===== src/rtl/sfr_map.svh =====
// Purpose: Offsets, field positions, reset values and constants of the
//          special function register bank.
// Assumes: Included by bare name from the bank's design file.
// Notes:   Definitions only.
`ifndef SFR_MAP_SVH
`define SFR_MAP_SVH

// Control space offsets (page 0)
`define OFS_P5_DIR 8'h05
`define OFS_P6_DIR 8'h06
`define OFS_P7_DIR 8'h07
`define OFS_P8_DIR 8'h08
`define OFS_MEM_PTR 8'h09
`define OFS_MEM_WIN 8'h0a
`define OFS_CNT1_PRESET 8'h0b
// Data space offsets
`define OFS_SYS_CLK 8'h0d
`define OFS_REMOTE 8'h0e
`define OFS_IRQ_FLAGS 8'h0f

// Reset values
`define RST_DIR 8'hff
`define RST_ZERO 8'h00

// System clock control fields
`define SBP_SRC 0
`define SBP_BF_LO 1
`define SBP_IDLE 3
`define SBP_CLK_LO 4
`define SBP_CLK_HI 6

// Remote output control fields
`define RMT_EN 7
`define RMT_CARRIER 6
`define RMT_LOW_ONLY 5
`define RMT_PIN 3
`define RMT_TICK 2
`define RMT_EXTB 1
`define RMT_EXTA 0

// Interrupt flag positions
`define ISR_PORT_CHG 7
`define ISR_LPWT 6
`define ISR_HPWT 5
`define ISR_CNT2 4
`define ISR_CNT1 3
`define ISR_EXT_B 2
`define ISR_EXT_A 1
`define ISR_TICK 0

// PLL multipliers
`define MUL_X130 8'h82
`define MUL_X65 8'h41
`define MUL_X244 8'hf4

// Booster divide counts, minus one
`define BOOST_DIV1 4'h0
`define BOOST_DIV4 4'h3
`define BOOST_DIV8 4'h7
`define BOOST_DIV16 4'hf

`endif


===== src/rtl/sfr_pkg.sv =====
// Purpose: Types shared by the special function register bank.
// Assumes: Nothing.
// Notes:   Constants live in sfr_map.svh.
package sfr_pkg;
    typedef enum logic [1:0] {PWR_RUN, PWR_IDLE, PWR_SLEEP} power_state_t;
    typedef enum logic {SPACE_DATA, SPACE_CTRL} sfr_space_t;
endpackage


===== src/rtl/mcu_special_function_regs.sv =====
// Purpose: Special function registers of the 8-bit core: clocking, power
//          mode, remote waveform, port direction, flags, aux memory, counter 1.
// Assumes: Core access port on ref_clk_i; timers other than counter 1 live
//          outside and report underflow as one-cycle pulses.
// Notes:   Read data appears one cycle after the read strobe.
`include "sfr_map.svh"
`timescale 1ns/1ps
`default_nettype none

module mcu_special_function_regs #(
    parameter int MEM_DEPTH = 128
) (
    input wire logic ref_clk_i,
    input wire logic rst_b_i,
    input wire sfr_pkg::sfr_space_t sfr_space_i,
    input wire logic [7:0] sfr_addr_i,
    input wire logic sfr_wr_i,
    input wire logic sfr_rd_i,
    input wire logic [7:0] sfr_wdata_i,
    output logic [7:0] sfr_rdata_o,
    input wire logic control_page_select_i,
    input wire logic low_power_instruction_i,
    input wire logic wake_i,
    output sfr_pkg::power_state_t power_state_o,
    input wire logic slow_tick_i,
    output logic [7:0] pll_mult_num_o,
    output logic [1:0] pll_mult_shift_o,
    output logic cpu_source_select_o,
    output logic main_osc_enable_o,
    output logic booster_tick_o,
    input wire logic hpwt_uf_i,
    input wire logic lpwt_uf_i,
    input wire logic cnt2_uf_i,
    input wire logic tick_ovf_i,
    input wire logic cnt1_tick_i,
    input wire logic counter_one_enable_i,
    input wire logic [2:0] cnt1_prescale_i,
    output logic [7:0] irq_flags_o,
    output logic tick_pin_o,
    input wire logic [7:4] p5_data_i,
    input wire logic [7:4] p5_pin_i,
    output logic [7:4] p5_o,
    output logic [7:4] p5_oe_o,
    input wire logic [7:0] p6_data_i,
    input wire logic [7:0] p6_pin_i,
    output logic [7:0] p6_o,
    output logic [7:0] p6_oe_o,
    input wire logic [7:0] p7_data_i,
    output logic [7:0] p7_o,
    output logic [7:0] p7_oe_o,
    input wire logic [7:0] p8_data_i,
    input wire logic [7:0] p8_pin_i,
    output logic [7:0] p8_o,
    output logic [7:0] p8_oe_o,
    input wire logic [31:16] lcd_seg_i
);
    import sfr_pkg::*;

    // ************************************************************
    // Functions
    // ************************************************************
    function automatic logic [7:0] mult_num(input logic [2:0] code);
        logic [7:0] r;
        r = `MUL_X65;
        if (code[2]) begin
            r = `MUL_X244;
        end else if (code[1:0] == 2'b00) begin
            r = `MUL_X130;
        end
        return r;
    endfunction

    function automatic logic [1:0] mult_shift(input logic [2:0] code);
        logic [1:0] r;
        r = 2'h0;
        if (!code[2] && code[1]) begin
            r = code[0] ? 2'h2 : 2'h1;
        end
        return r;
    endfunction

    function automatic logic [3:0] boost_top(input logic [1:0] code);
        logic [3:0] r;
        unique case (code)
            2'b00: r = `BOOST_DIV1;
            2'b01: r = `BOOST_DIV4;
            2'b10: r = `BOOST_DIV8;
            2'b11: r = `BOOST_DIV16;
        endcase
        return r;
    endfunction

    // ************************************************************
    // Register access decode
    // ************************************************************
    logic [7:0] p5_dir_ff, p6_dir_ff, p7_dir_ff, p8_dir_ff;
    logic [6:0] mem_ptr_ff;
    logic [7:0] mem_ff [MEM_DEPTH];
    logic [7:0] cnt1_preset_ff, cnt1_count_ff, cnt1_pre_ff;
    logic [7:0] sys_clk_ff, remote_ff, flags_ff, rdata_ff;
    wire ctrl_ok = (sfr_space_i == SPACE_CTRL) && !control_page_select_i;
    wire data_sp = (sfr_space_i == SPACE_DATA);
    wire wr_ctrl = sfr_wr_i && ctrl_ok;
    wire wr_data = sfr_wr_i && data_sp;
    wire wr_p5 = wr_ctrl && sfr_addr_i == `OFS_P5_DIR;
    wire wr_p6 = wr_ctrl && sfr_addr_i == `OFS_P6_DIR;
    wire wr_p7 = wr_ctrl && sfr_addr_i == `OFS_P7_DIR;
    wire wr_p8 = wr_ctrl && sfr_addr_i == `OFS_P8_DIR;
    wire wr_ptr = wr_ctrl && sfr_addr_i == `OFS_MEM_PTR;
    wire wr_win = wr_ctrl && sfr_addr_i == `OFS_MEM_WIN;
    wire wr_pre = wr_ctrl && sfr_addr_i == `OFS_CNT1_PRESET;
    wire wr_sys = wr_data && sfr_addr_i == `OFS_SYS_CLK;
    wire wr_rem = wr_data && sfr_addr_i == `OFS_REMOTE;
    wire wr_isr = wr_data && sfr_addr_i == `OFS_IRQ_FLAGS;
    wire [7:0] win_data = mem_ff[mem_ptr_ff];
    logic [7:0] rd_mux;

    always_comb begin
        rd_mux = 8'h00;
        if (ctrl_ok) begin
            unique case (sfr_addr_i)
                `OFS_P5_DIR: rd_mux = p5_dir_ff;
                `OFS_P6_DIR: rd_mux = p6_dir_ff;
                `OFS_P7_DIR: rd_mux = p7_dir_ff;
                `OFS_P8_DIR: rd_mux = p8_dir_ff;
                `OFS_MEM_PTR: rd_mux = {1'b0, mem_ptr_ff};
                `OFS_MEM_WIN: rd_mux = win_data;
                `OFS_CNT1_PRESET: rd_mux = cnt1_preset_ff;
                default: rd_mux = 8'h00;
            endcase
        end else if (data_sp) begin
            unique case (sfr_addr_i)
                `OFS_SYS_CLK: rd_mux = sys_clk_ff;
                `OFS_REMOTE: rd_mux = remote_ff;
                `OFS_IRQ_FLAGS: rd_mux = flags_ff;
                default: rd_mux = 8'h00;
            endcase
        end
    end

    always_ff @(posedge ref_clk_i) begin
        if (!rst_b_i) begin
            rdata_ff <= `RST_ZERO;
        end else if (sfr_rd_i) begin
            rdata_ff <= rd_mux;
        end
    end
    assign sfr_rdata_o = rdata_ff;

    // ************************************************************
    // Plain storage registers
    // ************************************************************
    always_ff @(posedge ref_clk_i) begin
        if (!rst_b_i) begin
            p5_dir_ff <= `RST_DIR;
            p6_dir_ff <= `RST_DIR;
            p7_dir_ff <= `RST_DIR;
            p8_dir_ff <= `RST_DIR;
            mem_ptr_ff <= 7'h00;
            sys_clk_ff <= `RST_ZERO;
            remote_ff <= `RST_ZERO;
        end else begin
            if (wr_p5) p5_dir_ff <= sfr_wdata_i;
            if (wr_p6) p6_dir_ff <= sfr_wdata_i;
            if (wr_p7) p7_dir_ff <= sfr_wdata_i;
            if (wr_p8) p8_dir_ff <= sfr_wdata_i;
            if (wr_ptr) mem_ptr_ff <= sfr_wdata_i[6:0];
            if (wr_sys) sys_clk_ff <= {1'b0, sfr_wdata_i[6:0]};
            if (wr_rem) remote_ff <= sfr_wdata_i & 8'hef;
        end
    end

    // Data memory has no reset, as in a real RAM
    always_ff @(posedge ref_clk_i) begin
        if (wr_win) begin
            mem_ff[mem_ptr_ff] <= sfr_wdata_i;
        end
    end

    // ************************************************************
    // Clock control and power mode
    // ************************************************************
    wire [2:0] clk_code = sys_clk_ff[`SBP_CLK_HI:`SBP_CLK_LO];
    wire [1:0] bf_code = sys_clk_ff[`SBP_BF_LO+1:`SBP_BF_LO];
    wire cpu_src = sys_clk_ff[`SBP_SRC];
    logic [7:0] mult_num_ff;
    logic [1:0] mult_shift_ff;
    logic [3:0] boost_cnt_ff;
    logic boost_tick_ff;
    power_state_t pwr_ff, nxt_pwr;
    wire boost_wrap = boost_cnt_ff >= boost_top(bf_code);

    always_ff @(posedge ref_clk_i) begin
        if (!rst_b_i) begin
            mult_num_ff <= `MUL_X130;
            mult_shift_ff <= 2'h0;
        end else begin
            mult_num_ff <= mult_num(clk_code);
            mult_shift_ff <= mult_shift(clk_code);
        end
    end

    // Booster tick is one cycle per divided slow-clock period
    always_ff @(posedge ref_clk_i) begin
        if (!rst_b_i) begin
            boost_cnt_ff <= 4'h0;
            boost_tick_ff <= 1'b0;
        end else begin
            boost_tick_ff <= slow_tick_i && boost_wrap;
            if (slow_tick_i) begin
                boost_cnt_ff <= boost_wrap ? 4'h0 : boost_cnt_ff + 4'h1;
            end
        end
    end

    always_comb begin
        nxt_pwr = pwr_ff;
        unique case (pwr_ff)
            PWR_RUN: begin
                if (low_power_instruction_i) begin
                    nxt_pwr = sys_clk_ff[`SBP_IDLE] ? PWR_IDLE : PWR_SLEEP;
                end
            end
            PWR_IDLE, PWR_SLEEP: begin
                if (wake_i) nxt_pwr = PWR_RUN;
            end
            default: nxt_pwr = PWR_RUN;
        endcase
    end

    always_ff @(posedge ref_clk_i) begin
        if (!rst_b_i) pwr_ff <= PWR_RUN;
        else pwr_ff <= nxt_pwr;
    end

    assign pll_mult_num_o = mult_num_ff;
    assign pll_mult_shift_o = mult_shift_ff;
    assign cpu_source_select_o = cpu_src;
    assign main_osc_enable_o = cpu_src;
    assign booster_tick_o = boost_tick_ff;
    assign power_state_o = pwr_ff;

    // ************************************************************
    // Remote / PWM waveform
    // ************************************************************
    wire rmt_en = remote_ff[`RMT_EN];
    wire carrier_en = remote_ff[`RMT_CARRIER];
    wire low_only = remote_ff[`RMT_LOW_ONLY];
    wire pin_sel = remote_ff[`RMT_PIN];
    logic wave_hi_ff, carrier_ff;

    // Long low pulse mode never enters the high phase
    always_ff @(posedge ref_clk_i) begin
        if (!rst_b_i || !rmt_en) begin
            wave_hi_ff <= 1'b0;
            carrier_ff <= 1'b0;
        end else begin
            if (cnt2_uf_i) carrier_ff <= !carrier_ff;
            if (low_only) wave_hi_ff <= 1'b0;
            else if (wave_hi_ff && hpwt_uf_i) wave_hi_ff <= 1'b0;
            else if (!wave_hi_ff && lpwt_uf_i) wave_hi_ff <= 1'b1;
        end
    end
    wire wave = wave_hi_ff || (carrier_en && carrier_ff);
    wire remote_drive = rmt_en && pin_sel;

    // ************************************************************
    // Pin synchronisers and port change detect
    // ************************************************************
    logic [7:4] p5_s1_ff, p5_s2_ff, p5_s3_ff;
    logic [7:0] p6_s1_ff, p6_s2_ff, p6_s3_ff;
    logic [7:0] p8_s1_ff, p8_s2_ff, p8_s3_ff;
    logic sync_ok_ff;

    always_ff @(posedge ref_clk_i) begin
        if (!rst_b_i) begin
            p5_s1_ff <= 4'h0;
            p5_s2_ff <= 4'h0;
            p5_s3_ff <= 4'h0;
            p6_s1_ff <= 8'h00;
            p6_s2_ff <= 8'h00;
            p6_s3_ff <= 8'h00;
            p8_s1_ff <= 8'h00;
            p8_s2_ff <= 8'h00;
            p8_s3_ff <= 8'h00;
            sync_ok_ff <= 1'b0;
        end else begin
            p5_s1_ff <= p5_pin_i;
            p5_s2_ff <= p5_s1_ff;
            p5_s3_ff <= p5_s2_ff;
            p6_s1_ff <= p6_pin_i;
            p6_s2_ff <= p6_s1_ff;
            p6_s3_ff <= p6_s2_ff;
            p8_s1_ff <= p8_pin_i;
            p8_s2_ff <= p8_s1_ff;
            p8_s3_ff <= p8_s2_ff;
            sync_ok_ff <= 1'b1;
        end
    end

    // Only pins set as inputs report a change, so own drive is not seen
    wire p6_chg = |((p6_s2_ff ^ p6_s3_ff) & p6_dir_ff);
    wire p8_chg = |((p8_s2_ff ^ p8_s3_ff) & p8_dir_ff &
        {{4{!p5_dir_ff[3]}}, {4{!p5_dir_ff[2]}}});
    wire port_chg = sync_ok_ff && (p6_chg || p8_chg);
    wire ext_a = remote_ff[`RMT_EXTA] && p5_s2_ff[4] && !p5_s3_ff[4];
    wire ext_b = remote_ff[`RMT_EXTB] && p5_s2_ff[5] && !p5_s3_ff[5];
    assign tick_pin_o = remote_ff[`RMT_TICK] && p5_s2_ff[6];

    // ************************************************************
    // Counter 1
    // ************************************************************
    wire [7:0] pre_top = 8'((9'h002 << cnt1_prescale_i) - 9'h001);
    wire pre_done = cnt1_pre_ff >= pre_top;
    wire cnt1_step = counter_one_enable_i && cnt1_tick_i && pre_done;
    wire cnt1_uf = cnt1_step && (cnt1_count_ff == 8'h00);

    always_ff @(posedge ref_clk_i) begin
        if (!rst_b_i) begin
            cnt1_preset_ff <= `RST_ZERO;
            cnt1_count_ff <= `RST_ZERO;
            cnt1_pre_ff <= 8'h00;
        end else begin
            if (wr_pre) cnt1_preset_ff <= sfr_wdata_i;
            if (counter_one_enable_i && cnt1_tick_i) begin
                cnt1_pre_ff <= pre_done ? 8'h00 : cnt1_pre_ff + 8'h01;
            end
            if (wr_pre) cnt1_count_ff <= sfr_wdata_i;
            else if (cnt1_uf) cnt1_count_ff <= cnt1_preset_ff;
            else if (cnt1_step) cnt1_count_ff <= cnt1_count_ff - 8'h01;
        end
    end

    // ************************************************************
    // Interrupt flags
    // ************************************************************
    wire [7:0] events = {port_chg, lpwt_uf_i, hpwt_uf_i, cnt2_uf_i,
        cnt1_uf, ext_b, ext_a, tick_ovf_i};
    wire [7:0] keep = wr_isr ? (flags_ff & sfr_wdata_i) : flags_ff;

    // Set wins over a clear in the same cycle
    always_ff @(posedge ref_clk_i) begin
        if (!rst_b_i) flags_ff <= `RST_ZERO;
        else flags_ff <= keep | events;
    end
    assign irq_flags_o = flags_ff;

    // ************************************************************
    // Pin drive
    // ************************************************************
    wire [3:0] seg_sel = p5_dir_ff[3:0];
    always_ff @(posedge ref_clk_i) begin
        if (!rst_b_i) begin
            p5_o <= 4'h0;
            p5_oe_o <= 4'h0;
            p6_o <= 8'h00;
            p6_oe_o <= 8'h00;
            p7_o <= 8'h00;
            p7_oe_o <= 8'h00;
            p8_o <= 8'h00;
            p8_oe_o <= 8'h00;
        end else begin
            p5_o <= {remote_drive ? wave : p5_data_i[7], p5_data_i[6:4]};
            p5_oe_o <= ~p5_dir_ff[7:4];
            p6_oe_o <= ~p6_dir_ff;
            p6_o <= p6_data_i;
            p7_o[3:0] <= seg_sel[0] ? lcd_seg_i[19:16] : p7_data_i[3:0];
            p7_o[7:4] <= seg_sel[1] ? lcd_seg_i[23:20] : p7_data_i[7:4];
            p8_o[3:0] <= seg_sel[2] ? lcd_seg_i[27:24] : p8_data_i[3:0];
            p8_o[7:4] <= seg_sel[3] ? lcd_seg_i[31:28] : p8_data_i[7:4];
            p7_oe_o <= ~p7_dir_ff | {{4{seg_sel[1]}}, {4{seg_sel[0]}}};
            p8_oe_o <= ~p8_dir_ff | {{4{seg_sel[3]}}, {4{seg_sel[2]}}};
        end
    end

    // ************************************************************
    // Assertions
    // ************************************************************
    property p_flag_set;
        @(posedge ref_clk_i) disable iff (!rst_b_i)
        (|events) |=> ((flags_ff & $past(events)) == $past(events));
    endproperty
    a_flag_set: assert property (p_flag_set)
        else $error("event did not set its flag");

    property p_flag_sticky;
        @(posedge ref_clk_i) disable iff (!rst_b_i)
        (flags_ff[`ISR_TICK] && !wr_isr) |=> flags_ff[`ISR_TICK];
    endproperty
    a_flag_sticky: assert property (p_flag_sticky)
        else $error("flag dropped without a clearing write");

    property p_enter_idle;
        @(posedge ref_clk_i) disable iff (!rst_b_i)
        (pwr_ff == PWR_RUN && low_power_instruction_i &&
         sys_clk_ff[`SBP_IDLE]) |=> (pwr_ff == PWR_IDLE);
    endproperty
    a_enter_idle: assert property (p_enter_idle)
        else $error("idle not entered");

    property p_enter_sleep;
        @(posedge ref_clk_i) disable iff (!rst_b_i)
        (pwr_ff == PWR_RUN && low_power_instruction_i &&
         !sys_clk_ff[`SBP_IDLE]) |=> (pwr_ff == PWR_SLEEP);
    endproperty
    a_enter_sleep: assert property (p_enter_sleep)
        else $error("sleep not entered");

    property p_page_block;
        @(posedge ref_clk_i) disable iff (!rst_b_i)
        (sfr_wr_i && control_page_select_i) |=> $stable(p6_dir_ff);
    endproperty
    a_page_block: assert property (p_page_block)
        else $error("control write taken on page one");

    property p_cnt1_reload;
        @(posedge ref_clk_i) disable iff (!rst_b_i)
        (cnt1_uf && !wr_pre) |=> (cnt1_count_ff == $past(cnt1_preset_ff))
            && flags_ff[`ISR_CNT1];
    endproperty
    a_cnt1_reload: assert property (p_cnt1_reload)
        else $error("counter one did not reload on underflow");

    property p_cnt1_hold;
        @(posedge ref_clk_i) disable iff (!rst_b_i)
        (!counter_one_enable_i && !wr_pre) |=> $stable(cnt1_count_ff);
    endproperty
    a_cnt1_hold: assert property (p_cnt1_hold)
        else $error("counter one moved while disabled");

    property p_remote_off;
        @(posedge ref_clk_i) disable iff (!rst_b_i)
        !rmt_en |-> ##1 (!wave_hi_ff && p5_oe_o[7] == !$past(p5_dir_ff[7]));
    endproperty
    a_remote_off: assert property (p_remote_off)
        else $error("remote pin not under direction control");

    property p_ptr_top;
        @(posedge ref_clk_i) disable iff (!rst_b_i)
        (sfr_rd_i && ctrl_ok && sfr_addr_i == `OFS_MEM_PTR) |=>
            !sfr_rdata_o[7];
    endproperty
    a_ptr_top: assert property (p_ptr_top)
        else $error("pointer top bit read as one");

    property p_main_osc;
        @(posedge ref_clk_i) disable iff (!rst_b_i)
        wr_sys |=> main_osc_enable_o == $past(sfr_wdata_i[`SBP_SRC]);
    endproperty
    a_main_osc: assert property (p_main_osc)
        else $error("main oscillator enable disagrees with source bit");
endmodule

`default_nettype wire


===== config.mk =====
export PLATFORM = sky130hd
export DESIGN_NAME = mcu_special_function_regs
export DESIGN_NICKNAME = d
export VERILOG_FILES = /design/src/rtl/sfr_pkg.sv /design/src/rtl/mcu_special_function_regs.sv
export VERILOG_INCLUDE_DIRS = /design/src /design/src/rtl
export SDC_FILE = /design/constraint.sdc
export NUM_CORES = 1
export LEC_CHECK = 0
export BUFFER_PORTS_ARGS = -buffer_cell sky130_fd_sc_hd__buf_2
export CAP_MARGIN = 0
export CORE_UTILIZATION = 40
export DETAILED_ROUTE_END_ITERATION = 12
export GPL_ROUTABILITY_DRIVEN = 0
export SLEW_MARGIN = 40
export SYNTH_ARGS = -nofsm -noshare
export SYNTH_HDL_FRONTEND = slang
export SYNTH_SLANG_ARGS = --single-unit

===== constraint.sdc =====
create_clock -name ref_clk_i -period 7.3 [get_ports ref_clk_i]
set_input_delay 1.46 -clock ref_clk_i [delete_from_list [all_inputs] [get_ports ref_clk_i]]
set_output_delay 1.46 -clock ref_clk_i [all_outputs]
set_load 0.02 [all_outputs]

# Word level (Yosys, flattened, before mapping)
# Memory sizes are Yosys's and may differ from the RTL's. A register that Yosys moved wholly into a read port is not among the register bits.
# Cells that the tools add are included.
# op_classes
n_reduce_logical	53
n_eq_ne	17
magnitude_cmp	2
mux	28
shifts	1
mul	0
bitwise	15
add_sub_neg	4
n_div	0
# ops
op	n
8-bit 2-to-1 mux	8
8-bit by 4-bit == test with 1-bit output (second input constant)	7
8-bit one-hot mux with 7 select lines	1
8-bit AND	4
1-bit logical AND	28
8-bit by 3-bit == test with 1-bit output (second input constant)	3
8-bit NOT	3
8-bit OR	3
8-bit one-hot mux with 3 select lines	1
7-bit 2-to-1 mux	3
4-bit 2-to-1 mux	5
4-bit one-hot mux with 4 select lines	1
8-bit OR reduction	2
8-bit by 1-bit subtractor with 8-bit output (second input constant)	2
8-bit bitwise XOR	2
1-bit zero test	10
8-bit by 1-bit adder with 8-bit output (second input constant)	1
8-bit >= comparator	1
8-bit zero test	1
2-bit 2-to-1 mux	4
2-bit by 3-bit << shifter with 8-bit output (first input constant)	1
2-bit == test (second input constant)	3
2-bit zero test	3
4-bit by 1-bit adder with 4-bit output (second input constant)	1
other kinds (12)	22
# word_totals
elab_cells	159
latchBits	0
regBits	225
rom_bits	0
mem_count	1
out_inout_bits	88
in_bits	98
ramBits	1024
# memory_table
name	words	word_bits	rd	rd_ports_with_merged_regs	wr	line	text
mem_ff	128	8	1	1	1	mcu_special_function_regs.sv:98	logic [7:0] mem_ff [MEM_DEPTH];

# Logic depth before layout (Yosys ltp)
# logic_depth
depth_word	7
ltp_mapped	11
ltp_nobuf	8

# Worst setup path before layout
# Ideal clock, no wire load.
# synth_timing
path_kind	input-to-reg
from	in sfr_addr_i[7]
to	mem mem_ff[127][0], enable pin
path_slack_ps	3567
required_ps	6929
path_buffers	2
arrival_ps	3362
cell_stages	7
setup_ps	371
path_cell_list	nor4_4 > nand2_1 > buf_2 > nor4_1 > nand3_1 > clkbuf_1 > nor2_1
# synth_via
elab_chain_len	4
# synth_rtl
item	line	text
start, declared	mcu_special_function_regs.sv:16	input wire logic [7:0] sfr_addr_i,
8-bit by 4-bit == test with 1-bit output	n/a	
1-bit logical AND (no line)	n/a	
1-bit 2-to-1 mux	mcu_special_function_regs.sv:175	if (wr_win) begin
1-bit 2-to-1 mux (implied by the code)	mcu_special_function_regs.sv:176	mem_ff[mem_ptr_ff] <= sfr_wdata_i;
end, declared	mcu_special_function_regs.sv:98	
# Every way passes these cells.

# Worst setup path in the final report
# layout_timing
from	in sfr_space_i
to	mem mem_ff[56][3], enable pin
# layout_via
elab_chain_len	5
# layout_rtl
item	line	text
start, declared	mcu_special_function_regs.sv:15	input wire sfr_pkg::sfr_space_t sfr_space_i,
1-bit logical AND	mcu_special_function_regs.sv:101	wire ctrl_ok = (sfr_space_i == SPACE_CTRL) && !control_page_select_i;
1-bit logical AND	mcu_special_function_regs.sv:103	wire wr_ctrl = sfr_wr_i && ctrl_ok;
1-bit logical AND (no line)	n/a	
1-bit 2-to-1 mux	mcu_special_function_regs.sv:175	
1-bit 2-to-1 mux (implied by the code)	mcu_special_function_regs.sv:176	
# Every way passes these cells.

==> results.md <==
- Most frequent cells in the layout: 1024 x edfxtp_1, 229 x mux4_2, 225 x dfxtp_1, 174 x buf_2, 157 x nor2_1
- Status: finished, final reports clean
- Fill count: 10.3k
- Syn Area/Cell: 17.9 µm²
- Syn Inst Count: 2738
- First-pass GRT wire length: 178 mm
- Met1 Routed Length: 49.2 mm
- Final worst path period need: 4.54 ns
- Vias in the first global route: 26.6k
- Complex-gate fraction of the synthesized area: 3.88%
- YS warnings: 0
- CTS max path bufs: 3
- Port bufs: 183
- Core Box Area: 0.122 mm²
- Adder-Cell Fraction of Synth Area: 0.382%
- Multiplexer share of the synthesized area: 14.9%
- Total negative slack: 0 ns
- Ys async rst share: 0%
- Hold Crit Depth: 1
- Die extent in x: 352 µm
- Hold_sp: p6_s1_ff[7]$_SDFF_PN0_
- Min Hold Slack: 0.423 ns
- Seq cells post-synth: 1253
- CP max FO: 16
- Critical path data required time: 7.66 ns
- Post-route cell area: 0.0557 mm²
- Die Area: 0.124 mm²
- RSZ-0062 raised after global routing: no
- Commonest non-fill, non-tap cell in the layout: edfxtp_1
- Area of the multi-input gates: 0.0127 mm²
- WL/cell: 25.9 µm
- Final Power: 0.0147 W
- CTS tree: yes
- CP Launch Type: input port
- Max Cap Viol: 0
- Ys flop type: edfxtp_1
- Peak supply drop: 0.202 mV
- Largest family of logic cells by synthesized area: multiplexers
- R2R Setup Slk: 3.65 ns
- Post-Place Worst Slack: 2.04 ns
- Die Y: 352 µm
- Layout cells sized above 1: 23.0%
- Residual DRC: 0
- Final Setup Violations: 0
- Number of DRC markers in iteration 0: 2820
- Final hold violations: 0
- Net count after synthesis: 2851
- Min-Delay Path Class: flop to flop
- Via count: 25.9k
- Layout Skew: 0.0241 ns
- XOR/XNOR Fraction of Synth Area: 0.482%
- Antenna-violating nets left: 0
- Worst slew pin tran: 0.924 ns
- WP data arrival: 4.89 ns
- Post-Syn Area: 0.0491 mm²
- Period utilization: 62.2%
- Tot GR Track Use: 19.4%
- Worst r2r path cells: 8
- CTS sink count: 1253
- Worst setup margin: 2.76 ns
- Layout area overhead: 13.5%
- Worst Setup End Kind: flop
- Clock latency on the worst-skew pair: 0.73 ns
- Antenna violations before repair: 6
- Slew HR: 38.1%
- Vias per cell: 5.57
- Num ports: 186
- Pleak: 17.9 nW
- Largest net degree at the start of global routing: 148
- Placed inst area: 0.0513 mm²
- Met3 WL: 9.94 mm
- Synth unique cells: 75
- Num rows: 128
- Sequential fraction of the synthesis area: 72.0%
- Max frequency: 220 MHz
- Top sig layer: met5
- TritonCTS buffer count: 133
- Clock-pin slew on the worst setup and hold paths: 0.06 ns
- Setup Buffers After CTS: 0
- Total wire length: 120 mm
- Max reg flops: 1024
- Post-synthesis simple-gate area fraction: 5.90%
- DP Wirelength: 75.4 mm
- Initial Util: 40.3%
- Crit path kind: input port to flop
- Metal2 WL: 57.9 mm
- CTS Root Cell: clkbuf_16
- # H-tree levels: 4
- Number of synthesized flops with an enable pin: 1024
- Hold bufs inserted after CTS: 0
- Congestion Overflow GR: 0
- Post_cts resized: 0
- Largest Register: mem_ff
- Hold path endpoint: p6_s2_ff[7]$_SDFF_PN0_
- R2r endpoint: sfr_rdata_o[5]$_SDFFE_PN0P_
- First-pass DRT Iterations: 6
- Slew Viols, Final: 0
- FF+latch area: 0.0353 mm²
- PD cells: 264 mW/mm²
- Final nets: 3042
[worst max path at each step]
stage,start,to
after floorplan,sfr_addr_i[7],mem_ff[127][0]$_DFFE_PP_
after detailed placement,sfr_space_i,mem_ff[56][0]$_DFFE_PP_
after CTS,sfr_space_i,mem_ff[24][2]$_DFFE_PP_
after global placement,sfr_space_i,mem_ff[30][3]$_DFFE_PP_
final,sfr_space_i,mem_ff[56][3]$_DFFE_PP_
after global routing,sfr_space_i,mem_ff[56][4]$_DFFE_PP_
[where the power goes]
part	total (W)	internal, W	switching [W]
clock network	0.00663	0.00391	0.00272
registers	0.00777	0.00775	0.0000164
logic	0.000287	0.0000783	0.000208
[cell type report]
| class | instances | area share (%) |
|---|---|---|
| tap | 1625 | 3.65 |
| antenna | 3 | 0.0135 |
| multi-input combinational | 1298 | 22.7 |
| sequential | 1253 | 63.5 |
| clock inverter | 57 | 1.17 |
| timing repair buffer | 215 | 2.29 |
| clock buffer | 178 | 6.49 |
| inverter | 28 | 0.189 |
[routing by layer]
metal,global-route usage [%],vias to the layer above
met2,31.3,1077
met1,25.6,13435
met4,6.08,2
li1,-,11221
met5,0,-
met3,5.09,208
[cell families (layout without fill, tap and decap cells)]
group / after synthesis / count (layout)
AOI/OAI and AO/OA: 279 / 279
xor gates and xnor gates: 27 / 27
adders and majority gates: 15 / 15
buffers and inverters: 187 / 478
DFF: 1253 / 1253
muxes: 376 / 376
other: 1 / 4
and+or+nand+nor: 600 / 600
[cell usage after synthesis, types with 6 or more instances]
master | count | share of area (%)
buf_4 | 25 | 0.38
o21a_1 | 10 | 0.15
mux4_2 | 229 | 11
nor3_1 | 16 | 0.16
nand2_1 | 157 | 1.2
a21oi_1 | 23 | 0.23
buf_12 | 9 | 0.37
and2_1 | 82 | 1.0
o221ai_1 | 6 | 0.11
nand3_1 | 49 | 0.50
o21ai_1 | 8 | 0.082
o2111ai_1 | 8 | 0.14
nand4_1 | 10 | 0.13
mux2i_1 | 82 | 1.7
clkbuf_1 | 65 | 0.50
o211ai_1 | 10 | 0.15
inv_1 | 27 | 0.21
a22oi_1 | 36 | 0.55
xor2_1 | 22 | 0.39
a21boi_0 | 42 | 0.64
or3_1 | 7 | 0.089
edfxtp_1 | 1024 | 63
buf_6 | 24 | 0.55
a211oi_1 | 6 | 0.092
mux2_2 | 26 | 0.60
nor2b_1 | 56 | 0.71
a2111oi_0 | 8 | 0.14
mux4_1 | 39 | 2.1
dfxtp_1 | 229 | 9.3
nand2b_1 | 12 | 0.15
ha_1 | 15 | 0.38
buf_2 | 22 | 0.22
o21ai_0 | 46 | 0.47
o22ai_1 | 49 | 0.62
nor2_1 | 176 | 1.3
or4_1 | 6 | 0.092
nor4_1 | 8 | 0.10
[per-stage QoR]
stage	std cells	util [%]
after floorplan	2738	-
after global placement	4416	42.1
after detailed placement	4418	42.2
after CTS	4653	45.7
after global routing	4655	45.8
final	4657	45.8
[critical path, stage by stage]
cell,delay [ns]
buf_2,0.09
nor2b_1,0.54
nand2_1,0.42
nor4_2,0.79
nand2_2,0.72
nor2_1,0.85
(Power assumes the default switching activity.)
